`src/rtl/acr_pkg.sv`:
```
// constants and types of the converter configuration register block
//
// Contract
// - command 1100b returns configuration on serial output
// - read-back needs no start strobe, status pin quiet
// - read-back sends result nibble, then twelve bits
// - bit 11 selects manual or automatic sequencing
// - bit 10 selects serial clock half or oscillator
// - bit 9 selects auto trigger or start pin
// - auto trigger forces the auto-nap bit ignored
// - bit 7 sets status pin polarity
// - bit 6 selects interrupt or conversion-done function
// - bit 5 clear turns status pin into chain input
// - bit 4 clear enables auto-nap
// - bit 3 clear naps, wake command sets it
// - bit 2 clear deep powerdown, wake sets it
// - bit 1 tags 17th clock, single variant zero
// - reset leaves every bit one, tag zero on single variant only
// - command 1110b plus twelve bits, takes 16th edge
// - input sampled and output changed on falling edge
package acr_pkg;
  // ********************************************************************
  // command nibble codes
  // ********************************************************************
  localparam logic [3:0] CMD_WAKE = 4'hb;
  localparam logic [3:0] CMD_READ_CFG = 4'hc;
  localparam logic [3:0] CMD_WRITE_CFG = 4'he;
  localparam logic [3:0] CMD_DEFAULT = 4'hf;
  // ********************************************************************
  // frame bit counts (zero based falling edge counts)
  // ********************************************************************
  localparam logic [4:0] EDGE_CMD_DONE = 5'h03;
  localparam logic [4:0] EDGE_WORD_DONE = 5'h0f;
  localparam logic [4:0] EDGE_MAX = 5'h1f;
  // ********************************************************************
  // configuration field positions
  // ********************************************************************
  localparam int BIT_AUTO_SEQ = 11;
  localparam int BIT_OSC_CLK = 10;
  localparam int BIT_MANUAL_TRIG = 9;
  localparam int BIT_STATUS_LOW = 7;
  localparam int BIT_STATUS_EOC = 6;
  localparam int BIT_STATUS_OUT = 5;
  localparam int BIT_NAP_OFF = 4;
  localparam int BIT_NAP_RUN = 3;
  localparam int BIT_DEEP_RUN = 2;
  localparam int BIT_TAG = 1;
  localparam int BIT_RUN = 0;
  // ********************************************************************
  // reset values and masks
  // ********************************************************************
  localparam logic [11:0] CFG_ALL = 12'hfff;
  localparam logic [11:0] CFG_NO_TAG = 12'hffd;
  localparam logic [15:0] OUT_ONES = 16'hffff;
  // ********************************************************************
  // timing: internal clocks from done inactive to auto start
  // ********************************************************************
  localparam logic [2:0] AUTO_TRIG_CLOCKS = 3'h4;
  typedef enum logic [0:0] {
    ACR_IDLE = 1'b0,
    ACR_ACTIVE = 1'b1
  } acr_frame_type;
endpackage

```
`src/rtl/acr_config_register.sv`:
```
// serial configuration register of the sampling converter
`timescale 1ns/1ns
module acr_config_register #(
  parameter logic DUAL_CHANNEL = 1'b1
) (
  input wire logic clk,
  input wire logic sys_rst,
  input wire logic sclk,
  input wire logic frame_select_n,
  input wire logic sdi,
  input wire logic conversion_start_n,
  input wire logic chain_serial_in,
  input wire logic [15:0] conv_result,
  input wire logic channel_tag,
  input wire logic eoc_level,
  input wire logic int_level,
  input wire logic osc_tick,
  output logic sdo,
  output logic sdo_oe,
  output logic status_out,
  output logic status_oe,
  output logic chain_bit,
  output logic [11:0] config_word,
  output logic auto_channel_seq,
  output logic manual_trigger,
  output logic auto_nap_en,
  output logic nap_powerdown,
  output logic deep_powerdown,
  output logic tag_enable,
  output logic chain_mode,
  output logic soft_reset,
  output logic conv_clock,
  output logic conv_start
);
  // single channel parts keep the tag bit at zero
  localparam logic [11:0] CFG_KEEP = DUAL_CHANNEL ? acr_pkg::CFG_ALL : acr_pkg::CFG_NO_TAG;
  // ********************************************************************
  // serial frame state
  // ********************************************************************
  acr_pkg::acr_frame_type state, next_state;
  logic sclk_q, fs_q, next_sdo, next_sdo_oe, cfg_read, next_cfg_read;
  logic ones_flag, next_ones_flag, next_soft_reset, sclk_fall, frame_start, in_frame_fall;
  logic [4:0] bit_count, next_bit_count;
  logic [15:0] shift_in, next_shift_in, out_shift, next_out_shift;
  logic [11:0] next_config;
  logic [3:0] cmd_now;
  logic [15:0] word_now;
  assign sclk_fall = sclk_q & ~sclk;
  assign frame_start = fs_q & ~frame_select_n;
  assign in_frame_fall = (state == acr_pkg::ACR_ACTIVE) & ~frame_select_n & sclk_fall;
  assign cmd_now = {shift_in[2:0], sdi};
  assign word_now = {shift_in[14:0], sdi};
  // frame sequencing, shifting and command decode
  always_comb begin
    next_state = state;
    next_bit_count = bit_count;
    next_shift_in = shift_in;
    next_out_shift = out_shift;
    next_sdo = sdo;
    next_sdo_oe = sdo_oe;
    next_cfg_read = cfg_read;
    next_ones_flag = ones_flag;
    next_config = config_word;
    next_soft_reset = 1'b0;
    if (frame_start) begin
      // result msb, or all ones after a reset, first at frame fall
      next_state = acr_pkg::ACR_ACTIVE;
      next_bit_count = 5'h00;
      next_out_shift = ones_flag ? acr_pkg::OUT_ONES : conv_result;
      next_sdo = next_out_shift[15];
      next_sdo_oe = 1'b1;
      next_cfg_read = 1'b0;
    end else if (state == acr_pkg::ACR_ACTIVE && frame_select_n) begin
      // frame end releases the output; a reset raised late in a frame must survive it
      next_state = acr_pkg::ACR_IDLE;
      next_sdo = 1'b0;
      next_sdo_oe = 1'b0;
      next_cfg_read = 1'b0;
    end else if (in_frame_fall) begin
      // sample and shift on falling edge
      next_shift_in = word_now;
      next_out_shift = {out_shift[14:0], 1'b0};
      next_sdo = out_shift[14];
      if (bit_count != acr_pkg::EDGE_MAX) begin
        next_bit_count = bit_count + 5'h01;
      end
      if (bit_count == acr_pkg::EDGE_CMD_DONE) begin
        next_ones_flag = 1'b0; // all-ones frame spent once its command is known
        // read command swaps in the configuration
        if (cmd_now == acr_pkg::CMD_READ_CFG && !ones_flag) begin
          next_out_shift = {config_word, 4'h0};
          next_sdo = config_word[11];
          // status pin frozen while reading back
          next_cfg_read = 1'b1;
        end
        if (cmd_now == acr_pkg::CMD_WAKE) begin
          next_config[acr_pkg::BIT_NAP_RUN] = 1'b1;
          next_config[acr_pkg::BIT_DEEP_RUN] = 1'b1;
        end
        if (cmd_now == acr_pkg::CMD_DEFAULT) begin
          next_config = acr_pkg::CFG_ALL & CFG_KEEP;
        end
      end
      if (bit_count == acr_pkg::EDGE_WORD_DONE) begin
        // tag on the 17th clock when enabled
        next_sdo = tag_enable & ~cfg_read & channel_tag;
        // write takes effect at the 16th edge
        if (word_now[15:12] == acr_pkg::CMD_WRITE_CFG) begin
          next_config = word_now[11:0] & CFG_KEEP;
          if (!word_now[acr_pkg::BIT_RUN]) begin
            next_config = acr_pkg::CFG_ALL & CFG_KEEP;
            next_soft_reset = 1'b1;
            next_ones_flag = 1'b1;
          end
        end
      end
    end
  end
  // serial group registers
  always_ff @(posedge clk or posedge sys_rst) begin
    if (sys_rst) begin
      state <= acr_pkg::ACR_IDLE;
      sclk_q <= 1'b0;
      fs_q <= 1'b1;
      bit_count <= 5'h00;
      shift_in <= 16'h0000;
      out_shift <= 16'h0000;
      sdo <= 1'b0;
      sdo_oe <= 1'b0;
      cfg_read <= 1'b0;
      ones_flag <= 1'b1;
      config_word <= acr_pkg::CFG_ALL & CFG_KEEP;
      soft_reset <= 1'b0;
    end else begin
      state <= next_state;
      sclk_q <= sclk;
      fs_q <= frame_select_n;
      bit_count <= next_bit_count;
      shift_in <= next_shift_in;
      out_shift <= next_out_shift;
      sdo <= next_sdo;
      sdo_oe <= next_sdo_oe;
      cfg_read <= next_cfg_read;
      ones_flag <= next_ones_flag;
      config_word <= next_config;
      soft_reset <= next_soft_reset;
    end
  end
  // ********************************************************************
  // conversion control, status pin and decoded fields
  // ********************************************************************
  logic conv_div, next_conv_div, next_conv_clock, next_conv_start, eoc_q, start_q;
  logic trig_armed, next_trig_armed, next_status_out, next_chain_bit;
  logic [2:0] trig_count, next_trig_count;
  logic [7:0] next_decode;
  // one cycle of decode latency keeps every output on a flip-flop
  always_comb begin
    next_trig_armed = trig_armed;
    next_trig_count = trig_count;
    next_conv_start = 1'b0;
    // half serial clock or oscillator tick
    next_conv_div = conv_div ^ sclk_fall;
    next_conv_clock = config_word[acr_pkg::BIT_OSC_CLK] ? osc_tick : (sclk_fall & conv_div);
    // manual start on falling start pin
    if (config_word[acr_pkg::BIT_MANUAL_TRIG]) begin
      next_conv_start = start_q & ~conversion_start_n;
      next_trig_armed = 1'b0;
    end else if (eoc_q && !eoc_level) begin
      // auto start after four internal clocks
      next_trig_armed = 1'b1;
      next_trig_count = acr_pkg::AUTO_TRIG_CLOCKS;
    end else if (trig_armed && conv_clock) begin
      next_trig_count = trig_count - 3'h1;
      if (trig_count == 3'h1) begin
        next_trig_armed = 1'b0;
        next_conv_start = 1'b1;
      end
    end
    next_status_out = (config_word[acr_pkg::BIT_STATUS_EOC] ? eoc_level : int_level)
                      ^ config_word[acr_pkg::BIT_STATUS_LOW];
    if (cfg_read) begin
      next_status_out = status_out;
    end
    // chain input when direction bit clear
    next_chain_bit = ~config_word[acr_pkg::BIT_STATUS_OUT] & chain_serial_in;
    next_decode[0] = config_word[acr_pkg::BIT_AUTO_SEQ];
    next_decode[1] = config_word[acr_pkg::BIT_MANUAL_TRIG];
    // auto trigger ignores auto-nap; auto-nap when clear
    next_decode[2] = config_word[acr_pkg::BIT_MANUAL_TRIG] & ~config_word[acr_pkg::BIT_NAP_OFF];
    next_decode[3] = ~config_word[acr_pkg::BIT_NAP_RUN];
    next_decode[4] = ~config_word[acr_pkg::BIT_DEEP_RUN];
    // tag enable, zero on single variant
    next_decode[5] = config_word[acr_pkg::BIT_TAG] & DUAL_CHANNEL;
    next_decode[6] = ~config_word[acr_pkg::BIT_STATUS_OUT];
    next_decode[7] = config_word[acr_pkg::BIT_STATUS_OUT];
  end
  // conversion group registers
  always_ff @(posedge clk or posedge sys_rst) begin
    if (sys_rst) begin
      conv_div <= 1'b0;
      conv_clock <= 1'b0;
      conv_start <= 1'b0;
      eoc_q <= 1'b0;
      start_q <= 1'b1;
      trig_armed <= 1'b0;
      trig_count <= 3'h0;
      status_out <= 1'b1;
      status_oe <= 1'b1;
      chain_bit <= 1'b0;
      auto_channel_seq <= 1'b1;
      manual_trigger <= 1'b1;
      auto_nap_en <= 1'b0;
      nap_powerdown <= 1'b0;
      deep_powerdown <= 1'b0;
      tag_enable <= 1'b0;
      chain_mode <= 1'b0;
    end else begin
      conv_div <= next_conv_div;
      conv_clock <= next_conv_clock;
      conv_start <= next_conv_start;
      eoc_q <= eoc_level;
      start_q <= conversion_start_n;
      trig_armed <= next_trig_armed;
      trig_count <= next_trig_count;
      status_out <= next_status_out;
      status_oe <= next_decode[7];
      chain_bit <= next_chain_bit;
      auto_channel_seq <= next_decode[0];
      manual_trigger <= next_decode[1];
      auto_nap_en <= next_decode[2];
      nap_powerdown <= next_decode[3];
      deep_powerdown <= next_decode[4];
      tag_enable <= next_decode[5];
      chain_mode <= next_decode[6];
    end
  end
  // ********************************************************************
  // assertions
  // ********************************************************************
  // result msb leads the frame
  a_first_bit_result: assert property (@(posedge clk) disable iff (sys_rst)
    frame_start && !ones_flag |=> sdo_oe && sdo == $past(conv_result[15]))
    else $error("frame did not open with result msb");
  a_read_cfg_load: assert property (@(posedge clk) disable iff (sys_rst)
    in_frame_fall && bit_count == acr_pkg::EDGE_CMD_DONE && cmd_now == acr_pkg::CMD_READ_CFG
    && !ones_flag |=> cfg_read && sdo == $past(config_word[11]))
    else $error("read-back did not present configuration");
  a_status_quiet: assert property (@(posedge clk) disable iff (sys_rst)
    cfg_read |=> $stable(status_out))
    else $error("status pin moved during read-back");
  // write lands at the 16th edge
  a_write_cfg: assert property (@(posedge clk) disable iff (sys_rst)
    in_frame_fall && bit_count == acr_pkg::EDGE_WORD_DONE
    && word_now[15:12] == acr_pkg::CMD_WRITE_CFG && word_now[0]
    |=> config_word == ($past(word_now[11:0]) & CFG_KEEP))
    else $error("configuration write not applied");
  a_wake_sets: assert property (@(posedge clk) disable iff (sys_rst)
    in_frame_fall && bit_count == acr_pkg::EDGE_CMD_DONE && cmd_now == acr_pkg::CMD_WAKE |=>
    config_word[3] && config_word[2] ##1 !nap_powerdown && !deep_powerdown)
    else $error("wake did not leave powerdown");
  // software reset restores defaults and all-ones output
  a_soft_reset: assert property (@(posedge clk) disable iff (sys_rst)
    soft_reset |-> config_word == (acr_pkg::CFG_ALL & CFG_KEEP) && ones_flag)
    else $error("software reset did not restore defaults");
  a_auto_nap_off: assert property (@(posedge clk) disable iff (sys_rst)
    !config_word[acr_pkg::BIT_MANUAL_TRIG] |=> !auto_nap_en)
    else $error("auto-nap active under auto trigger");
  // manual start follows the pin edge
  a_manual_trig: assert property (@(posedge clk) disable iff (sys_rst)
    config_word[acr_pkg::BIT_MANUAL_TRIG] && start_q && !conversion_start_n |=> conv_start)
    else $error("manual start edge missed");
  a_clk_select: assert property (@(posedge clk) disable iff (sys_rst)
    config_word[acr_pkg::BIT_OSC_CLK] |=> conv_clock == $past(osc_tick))
    else $error("conversion clock source wrong");
  // input sampled on the falling edge
  a_sample_fall: assert property (@(posedge clk) disable iff (sys_rst)
    in_frame_fall |=> shift_in[0] == $past(sdi))
    else $error("serial input not sampled on falling edge");
  c_read_back: cover property (@(posedge clk) disable iff (sys_rst) cfg_read);
  c_write: cover property (@(posedge clk) disable iff (sys_rst)
    in_frame_fall && bit_count == acr_pkg::EDGE_WORD_DONE
    && word_now[15:12] == acr_pkg::CMD_WRITE_CFG);
  c_soft_reset: cover property (@(posedge clk) disable iff (sys_rst) soft_reset);
  c_auto_start: cover property (@(posedge clk) disable iff (sys_rst)
    conv_start && !config_word[acr_pkg::BIT_MANUAL_TRIG]);
endmodule // acr_config_register

```
`config.mk`:
```
export PLATFORM = sky130hd
export DESIGN_NAME = acr_config_register
export DESIGN_NICKNAME = d
export VERILOG_FILES = /design/src/rtl/acr_pkg.sv /design/src/rtl/acr_config_register.sv
export SDC_FILE = /design/constraint.sdc
export NUM_CORES = 1
export LEC_CHECK = 0
export BUFFER_PORTS_ARGS = -buffer_cell sky130_fd_sc_hd__buf_2
export CORE_ASPECT_RATIO = 0.9
export CORE_MARGIN = 4
export CORE_UTILIZATION = 50
export CTS_CLUSTER_SIZE = 40
export DETAILED_ROUTE_END_ITERATION = 16
export PLACE_DENSITY = 0.72
export SETUP_SLACK_MARGIN = 0.4
export SYNTH_ARGS = -nofsm -noshare
export SYNTH_HDL_FRONTEND = slang
export SYNTH_SLANG_ARGS = --single-unit
export TNS_END_PERCENT = 1
```
`constraint.sdc`:
```
create_clock -name clk -period 2.46 [get_ports clk]
set_input_delay 0.123 -clock clk [delete_from_list [all_inputs] [get_ports clk]]
set_output_delay 0.123 -clock clk [all_outputs]
set_load 0.005 [all_outputs]
```
# Word level (Yosys, flattened, before mapping)
# Cells that the tools add are included.
# totals
inputBits,27
wordCells,134
register_bits,73
# classes
muxes,51
n_bitwise,23
reduce_logical,21
eq_ne,9
addsub,2
# op_table
operator,n
$mux W15,5
$mux W12,5
$mux W1,33
$mux W5,4
$eq A4 B4 Y1 const B,4
$mux W16,1
$reduce_bool A3 Y1,5
$not A1 Y1,11
$and A1 B1 Y1,10
$reduce_and A3 Y1,3
$reduce_bool A2 Y1,4
$mux W3,2
$reduce_and A2 Y1,3
$add A5 B1 Y5 const B,1
$eq A5 B2 Y1 const B,1
$eq A5 B4 Y1 const B,1
$ne A5 B5 Y1 const B,1
$logic_and A1 B1 Y1,4
$eq A3 B1 Y1 const B,1
$sub A3 B1 Y3 const B,1
$logic_not A1 Y1,2
$mux W2,1
$ne A2 B2 Y1 const B,1
$xor A1 B1 Y1,2

# Longest topological paths before layout
# Gate-level depths: netlist of run 1.
# depth
ltp_word,8
ltp_mapped,8
mapped_depth_nobuf,7

# Worst setup path after synthesis of run 1
# No wires, ideal clock.
# synth_path
path_kind,register to register
from,register bit_count[0]
to,register config_word[9]
t_required_ns,2.380
period_less_slack_ns,1.971
slack_ns,0.489
arrival_ns,1.892
stages_incl_launch_ff,9
setup_time_ns,0.080
path_cell_list,dfrtp_1 > ha_1 > and3_1 > ha_1 > nand4_1 > or2_1 > or3_4 > buf_6 > o22a_1
# synth_between
elab_chain_cells,4
word_cells_on_any_way,5
cone_classes,eq/ne (2); mux (3)
# synth_rtl
item,line,text
"start, declared",acr_config_register.sv:43,"logic [4:0] bit_count, next_bit_count;"
"start signal, assigned",acr_config_register.sv:138,bit_count <= next_bit_count;
$eq A5 B2 Y1,acr_config_register.sv:87,if (bit_count == acr_pkg::EDGE_CMD_DONE) begin
$mux W12,acr_config_register.sv:87,
$mux W12,acr_config_register.sv:108,if (word_now[15:12] == acr_pkg::CMD_WRITE_CFG) begin
$mux W12 *,acr_config_register.sv:104,if (bit_count == acr_pkg::EDGE_WORD_DONE) begin
"end signal, assigned",acr_config_register.sv:132,config_word <= acr_pkg::CFG_ALL & CFG_KEEP;
"end signal, assigned",acr_config_register.sv:145,config_word <= next_config;
"end, declared",acr_config_register.sv:23,"output logic [11:0] config_word,"
# Mark *: on every way between the ends. The rest lies on a longest branch, timed or not.
# A chain may end at the register's enable or synchronous reset.

# Worst setup path after layout of run 1
# layout_path
from,register bit_count[0]
to,register config_word[6]
# The elaborated chain is that of the path after synthesis.

==> results of run 1 <==
## where the power goes
part / internal [mW] / total [mW] / switching (mW)
combinational: 0.117 / 0.249 / 0.133
clock: 0.497 / 0.948 / 0.451
sequential: 1.29 / 1.34 / 0.0565
## state kept, by name, summed over array words and instances, names as in the netlist, 3 cells and up
| name | count |
|---|---|
| bit_count | 5 |
| config_word | 12 |
| out_shift | 15 |
| shift_in | 15 |
| trig_count | 3 |
## logic make-up after synthesis
| family | count (synthesis) | share of synthesized area |
|---|---|---|
| multiplexers | 4 | 0.0131 |
| XOR/XNOR | 4 | 0.0111 |
| flip-flops | 73 | 0.588 |
| AO/OA/AOI/OAI | 62 | 0.138 |
| AND/OR/NAND/NOR | 121 | 0.180 |
| buffers and inverters | 28 | 0.0461 |
| adder cells (fa/ha/maj) | 6 | 0.0238 |
## critical path, stage by stage, from the launching register on
cell and delay [ns]:
dfrtp_1 0.38, ha_1 0.19, and3_1 0.19, ha_2 0.20, nand4_1 0.09, or2_4 0.27, or3_4 0.42, o22a_1 0.22
## worst paths after layout
path	from	endpoint	slack, ns	depth (start not counted)
worst min-delay path	conv_result[0]	out_shift[0]$_DFFE_PP0P_	0.01	3
worst min register to register	config_word[5]$_DFFE_PP1P_	status_oe$_DFF_PP1_	0.41	0
max in group asynchronous	sys_rst	status_out$_DFFE_PP1N_	1.29	4
min in group asynchronous	sys_rst	chain_bit$_DFF_PP0_	0.44	3
worst max register to register	bit_count[0]$_DFFE_PP0P_	config_word[6]$_DFFE_PP1P_	0.41	7
worst max-delay path	bit_count[0]$_DFFE_PP0P_	config_word[6]$_DFFE_PP1P_	0.41	7
## through the flow
| step | worst slack [ns] | instance area, um2 | power (mW) | hold slack, ns |
|---|---|---|---|---|
| 6_report | 0.414 | 3760 | 2.54 | 0.0100 |
| 5_1_grt | 0.308 | 3760 | 2.65 | 0.0229 |
| 4_1_cts | 0.403 | 3750 | 2.56 | 0.00484 |
| 3_5_place_dp | 0.408 | 3470 | 1.61 | 0.243 |
| 3_3_place_gp | 0.459 | 3470 | 1.60 | 0.240 |
| 2_1_floorplan | 0.489 | 3150 | 1.52 | 0.127 |
## per-layer routing
layer / GRT usage / up-vias
met5: 0 / -
met4: 0.0589 / 0
met3: 0.0534 / 5
met2: 0.284 / 57
met1: 0.264 / 1161
li1: - / 1148
## cell type report
type,count,area [um2]
clock buffer,10,138
clock inverter,6,66.3
fill,512,2360
inverter,10,37.5
multi-input combinational,198,1170
sequential,73,1850
tap,87,109
timing repair buffer,65,383
## what timing repair did
item | 4_1_cts | 5_1_grt
endpoints found under the setup margin | 8 | 14
hold buffers | 6 | 0
hold endpoints to repair | 32 | 0
gates cloned | 1 | 0
resized for setup | 3 | 1
pin swaps | 1 | 0
## cells in the final DEF, fill, tap and decap left out, types with 2 or more instances in the layout
cell / instances
a21oi_1: 8
a31oi_1: 12
nand2_1: 73
o211ai_1: 2
nor2_1: 12
dlygate4sd3_1: 6
nor3_2: 2
o21a_1: 2
nand3_1: 5
nand4_1: 3
a21o_1: 2
clkinvlp_4: 3
clkbuf_8: 10
nor3_1: 3
o21ai_0: 4
nor2b_1: 5
o22ai_1: 13
ha_1: 5
and3_1: 3
or3_4: 2
buf_4: 5
a221o_1: 2
dfrtp_1: 54
nand2b_1: 2
xor2_1: 3
dfstp_2: 19
o22a_1: 11
a211oi_1: 3
nand3b_1: 4
mux2i_1: 3
inv_1: 9
buf_2: 53
==> out/results.tsv, run 1 <==
metric	value	unit
vias in the first global route	2388	
RSZ-0062 raised after global routing	true	
CP Max Fanout	6	
Bufs on Longest Clock Path	2	
met2 wire length	3100	um
Ant. Diodes	0	
Worst EP arrival	2.32	ns
fraction of layout cells with a size suffix above 1	0.298	
initial antenna violation count	0	
wire length per cell	15.1	um
most common cell in the synthesized netlist	nand2_1	
Final min period	2.05	ns
Num CTS Buffers	9	
Max IR drop VDD	0.491	mV
initial core utilization	0.515	
slew at the pin closest to its max-slew limit	0.726	ns
startpoint types	flip-flop	
Die Footprint	7630	um2
H-Tree Depth	3	
Post-DRT Antenna Nets	0	
final worst-path cycle share	0.832	
buffer count from post-CTS setup fixing	0	
top_reg_cell synth	dfrtp_1	
leakage power	1.78	nW
top cells by count, synth	nand2_1 (73), dfrtp_1 (54), dfstp_2 (19)	
cell count after placement	426	
I/O Buffers	53	
crit path kind	flip-flop to flip-flop	
cell row count	27	
Final HPWL DP	4600	um
worst min path class	primary input to flip-flop	
drc violations	0	
Die W	91.7	um
num ports	54	
Synth Warn #	0	
Slew HR	0.515	
Synth top area share	0.429	
routed vias	2371	
Synth Instances	298	
final hold violations	0	
WL met1	3270	um
detailed router's first-iteration violation count	143	
Netlist cell types	45	
Chip Height	83.3	um
CTS root buf	clkbuf_8	
Max-Cap Viols	0	
DRT Pass-1 Iters	4	
final cell count without fillers	449	
Netlist Area Pre-Place	3150	um2
Layout area overhead	19.3	%
GRT Residual Overflow	0	
first-pass GRT wire length	11500	um
final core occ	0.615	
clock sink total	73	
Skew-Pair Late Insertion Delay	0.35	ns
core area	6110	um2
GRT Total Usage	0.188	
Slew Viols, Final	0	
FFs w/ async S/R, synth	1.00	
Max Used Layer	met4	
CTS tree	done	
main area contributors after synthesis	dfrtp_1 (43%), dfstp_2 (16%), nand2_1 (8.7%), o22a_1 (3.1%), o22ai_1 (2.6%)	
Synth area leader	dfrtp_1	
Final setup viols	0	
vias per std cell	5.28	
largest net degree at the start of global routing	41	
Max Fclk	489	MHz
register area share after synthesis	0.588	
total negative setup slack	0	ns
status	completed	
final-stage net count	390	
routed wire length on met3	351	um
Avg Inst Size Synth	10.6	um2
Worst EP required	2.73	ns
gpl congestion	0.814	
syn_nets	331	
Yosys reg bits	73	
Critical Path End Type	flip-flop	
total wire length	6770	um
Post-synth EDFFs	0	
Final Skew	0.00948	ns
clock-pin slew on the worst setup and hold paths	0.08	ns
PwrDens	676	nW/um2
No activity file was read; power rests on OpenSTA's default activity.
==> run 2, diff against run 1 <==
--- a/config.mk
+++ b/config.mk
@@ -11,7 +11,7 @@
 export CORE_UTILIZATION = 50
 export CTS_CLUSTER_SIZE = 40
 export DETAILED_ROUTE_END_ITERATION = 16
-export PLACE_DENSITY = 0.72
+export PLACE_DENSITY = 0.75
 export SETUP_SLACK_MARGIN = 0.4
 export SYNTH_ARGS = -nofsm -noshare
 export SYNTH_HDL_FRONTEND = slang
==> constraint.sdc (replaced) <==
create_clock -name clk -period 1.75 [get_ports clk]
set_input_delay 0.0875 -clock clk [delete_from_list [all_inputs] [get_ports clk]]
set_output_delay 0.0875 -clock clk [all_outputs]
set_load 0.005 [all_outputs]
==> out/results.tsv, run 2 (synthesis results as in run 1) <==
metric	value	unit	change
Max IR drop VDD	0.386	mV	-21%
Max-Cap Viols	0		unchanged
Slew HR	0.733		+0.218
wire length per cell	16.1	um	+6.5%
Worst EP arrival	2.16	ns	-0.16 ns
Final Skew	0.00657	ns	-0.00292 ns
Final min period	1.88	ns	-0.162 ns
crit path kind	flip-flop to flip-flop		
core area	6110	um2	unchanged
Chip Height	83.3	um	unchanged
startpoint types	flip-flop		
leakage power	1.98	nW	+11%
Die W	91.7	um	unchanged
most frequent cells in the layout	nand2_1 (59), dfrtp_1 (54), buf_2 (53), dfstp_2 (19), buf_4 (14)		
Bufs on Longest Clock Path	2		unchanged
clock-pin slew on the worst setup and hold paths	0.08	ns	about the same
routed vias	2553		+7.7%
total negative setup slack	-1.32	ns	-1.32 ns
fillers	450		-12%
Num CTS Buffers	9		unchanged
gpl congestion	0.814		about the same
Reg area	1850	um2	unchanged
Skew-Pair Late Insertion Delay	0.35	ns	about the same
status	finished with violations		
Post-DRT Antenna Nets	0		unchanged
CP Max Fanout	6		unchanged
top flop regs	out_shift x15, shift_in x15, config_word x12		
total wire length	7460	um	+10%
final-stage net count	406		+4.1%
DRT Pass-1 Iters	4		unchanged
num ports	54		unchanged
Worst EP required	2.02	ns	-0.71 ns
RSZ-0062 raised after global routing	true		
Setup WS post-layout	-0.134	ns	-0.548 ns
drc violations	0		unchanged
GRT Total Usage	0.209		+0.0202
worst min path class	primary input to flip-flop		
cell row count	27		unchanged
final worst-path cycle share	1.08		+0.245
failing checks	negative hold slack, negative setup slack		
CTS root buf	clkbuf_8		
Max Fclk	531	MHz	+8.6%
area of the multi-input gates	1300	um2	+11%
Critical Path End Type	flip-flop		
vias in the first global route	2586		+8.3%
Post-CTS Hold Fix Bufs	8		+2
Layout area overhead	30.0	%	
vias per std cell	5.49		+4.0%
H-Tree Depth	3		unchanged
final hold violations	1		+1
tightest hold margin	-0.0203	ns	-0.0304 ns
total power	3.99	mW	+57%
Ant. Diodes	0		unchanged
Final setup viols	16		+16
initial core utilization	0.515		unchanged
slew at the pin closest to its max-slew limit	0.398	ns	-0.328 ns
GRT Residual Overflow	0		unchanged
Die Footprint	7630	um2	unchanged
detailed router's first-iteration violation count	153		+7.0%
PwrDens	976	nW/um2	+44%
clock sink total	73		unchanged
first-pass GRT wire length	12600	um	+9.0%
Slew Viols, Final	0		unchanged
final core occ	0.670		+0.0548
largest net degree at the start of global routing	74		+80%
CTS tree	done		
fraction of layout cells with a size suffix above 1	0.381		+0.0826
Final HPWL DP	4770	um	+3.7%
commonest non-fill, non-tap cell in the layout	nand2_1		
initial antenna violation count	0		unchanged
I/O Buffers	53		unchanged
[run 2: cell count changes in the layout (fill, tap and decap cells not counted), sizes merged, moves of 2 or more]
cell	change
buf	+12
bufinv	+3
clkinv	+2
clkinvlp	-3
dlygate4sd3	+2
[run 2: where the power goes]
| part | internal (mW) | switching (mW) | total [mW] |
|---|---|---|---|
| logic | 0.174 | 0.194 | 0.368 |
| clock network | 1.09 | 0.639 | 1.73 |
| registers | 1.81 | 0.0831 | 1.89 |
[run 2: cell type report]
class,count,share of cell area
Clock inverter,7,0.0348
Inverter,10,0.00917
Timing Repair Buffer,80,0.129
Clock buffer,9,0.0303
Sequential cell,73,0.452
Tap cell,87,0.0266
Multi-Input combinational cell,199,0.318
[run 2: what timing repair did]
| action | CTS | global route |
|---|---|---|
| gates resized for setup | 8 | 30 |
| setup buffers | 1 | 0 |
| endpoints found under the setup margin | 35 | 50 |
| cloned | 1 | 1 |
| endpoints found under the hold margin | 63 | 1 |
| pin swaps | 9 | 28 |
[run 2: stage by stage]
stage / hold slack, ns / cells / setup WS [ns] / area (um2)
2_1_floorplan: 0.0920 / 298 / -0.203 / 3150
3_3_place_gp: 0.195 / 438 / -0.0963 / 3580
3_5_place_dp: 0.200 / 438 / -0.176 / 3580
4_1_cts: -0.0227 / 464 / -0.176 / 3980
5_1_grt: -0.0437 / 465 / -0.202 / 4090
6_report: -0.0203 / 465 / -0.134 / 4090
[run 2: per-layer routing]
metal | GRT usage | vias up | wire (um)
li1 | - | 1185 | -
met1 | 0.276 | 1280 | 3240
met2 | 0.324 | 77 | 3690
met3 | 0.0616 | 11 | 421
met4 | 0.0781 | 0 | 108
met5 | 0 | - | 0
[run 2: path summary, 6_finish.rpt]
check | cells past startpoint | slack, ns | end | startpoint
setup / recovery | 7 | -0.13 | config_word[10]$_DFFE_PP1P_ | bit_count[0]$_DFFE_PP0P_
hold / removal | 2 | -0.02 | soft_reset$_DFF_PP0_ | sdi
setup reg to reg | 7 | -0.13 | config_word[10]$_DFFE_PP1P_ | bit_count[0]$_DFFE_PP0P_
hold reg to reg | 0 | 0.41 | status_oe$_DFF_PP1_ | config_word[5]$_DFFE_PP1P_
max in group asynchronous | 4 | 1.05 | auto_channel_seq$_DFF_PP1_ | sys_rst
min in group asynchronous | 4 | 0.36 | chain_mode$_DFF_PP0_ | sys_rst
[run 2: critical path: stages, from the launching register on]
cell	delay, ns
dfrtp_1	0.37
ha_2	0.19
and3_4	0.20
ha_4	0.13
nand4_1	0.09
or2_4	0.25
or3_4	0.37
o22a_1	0.22
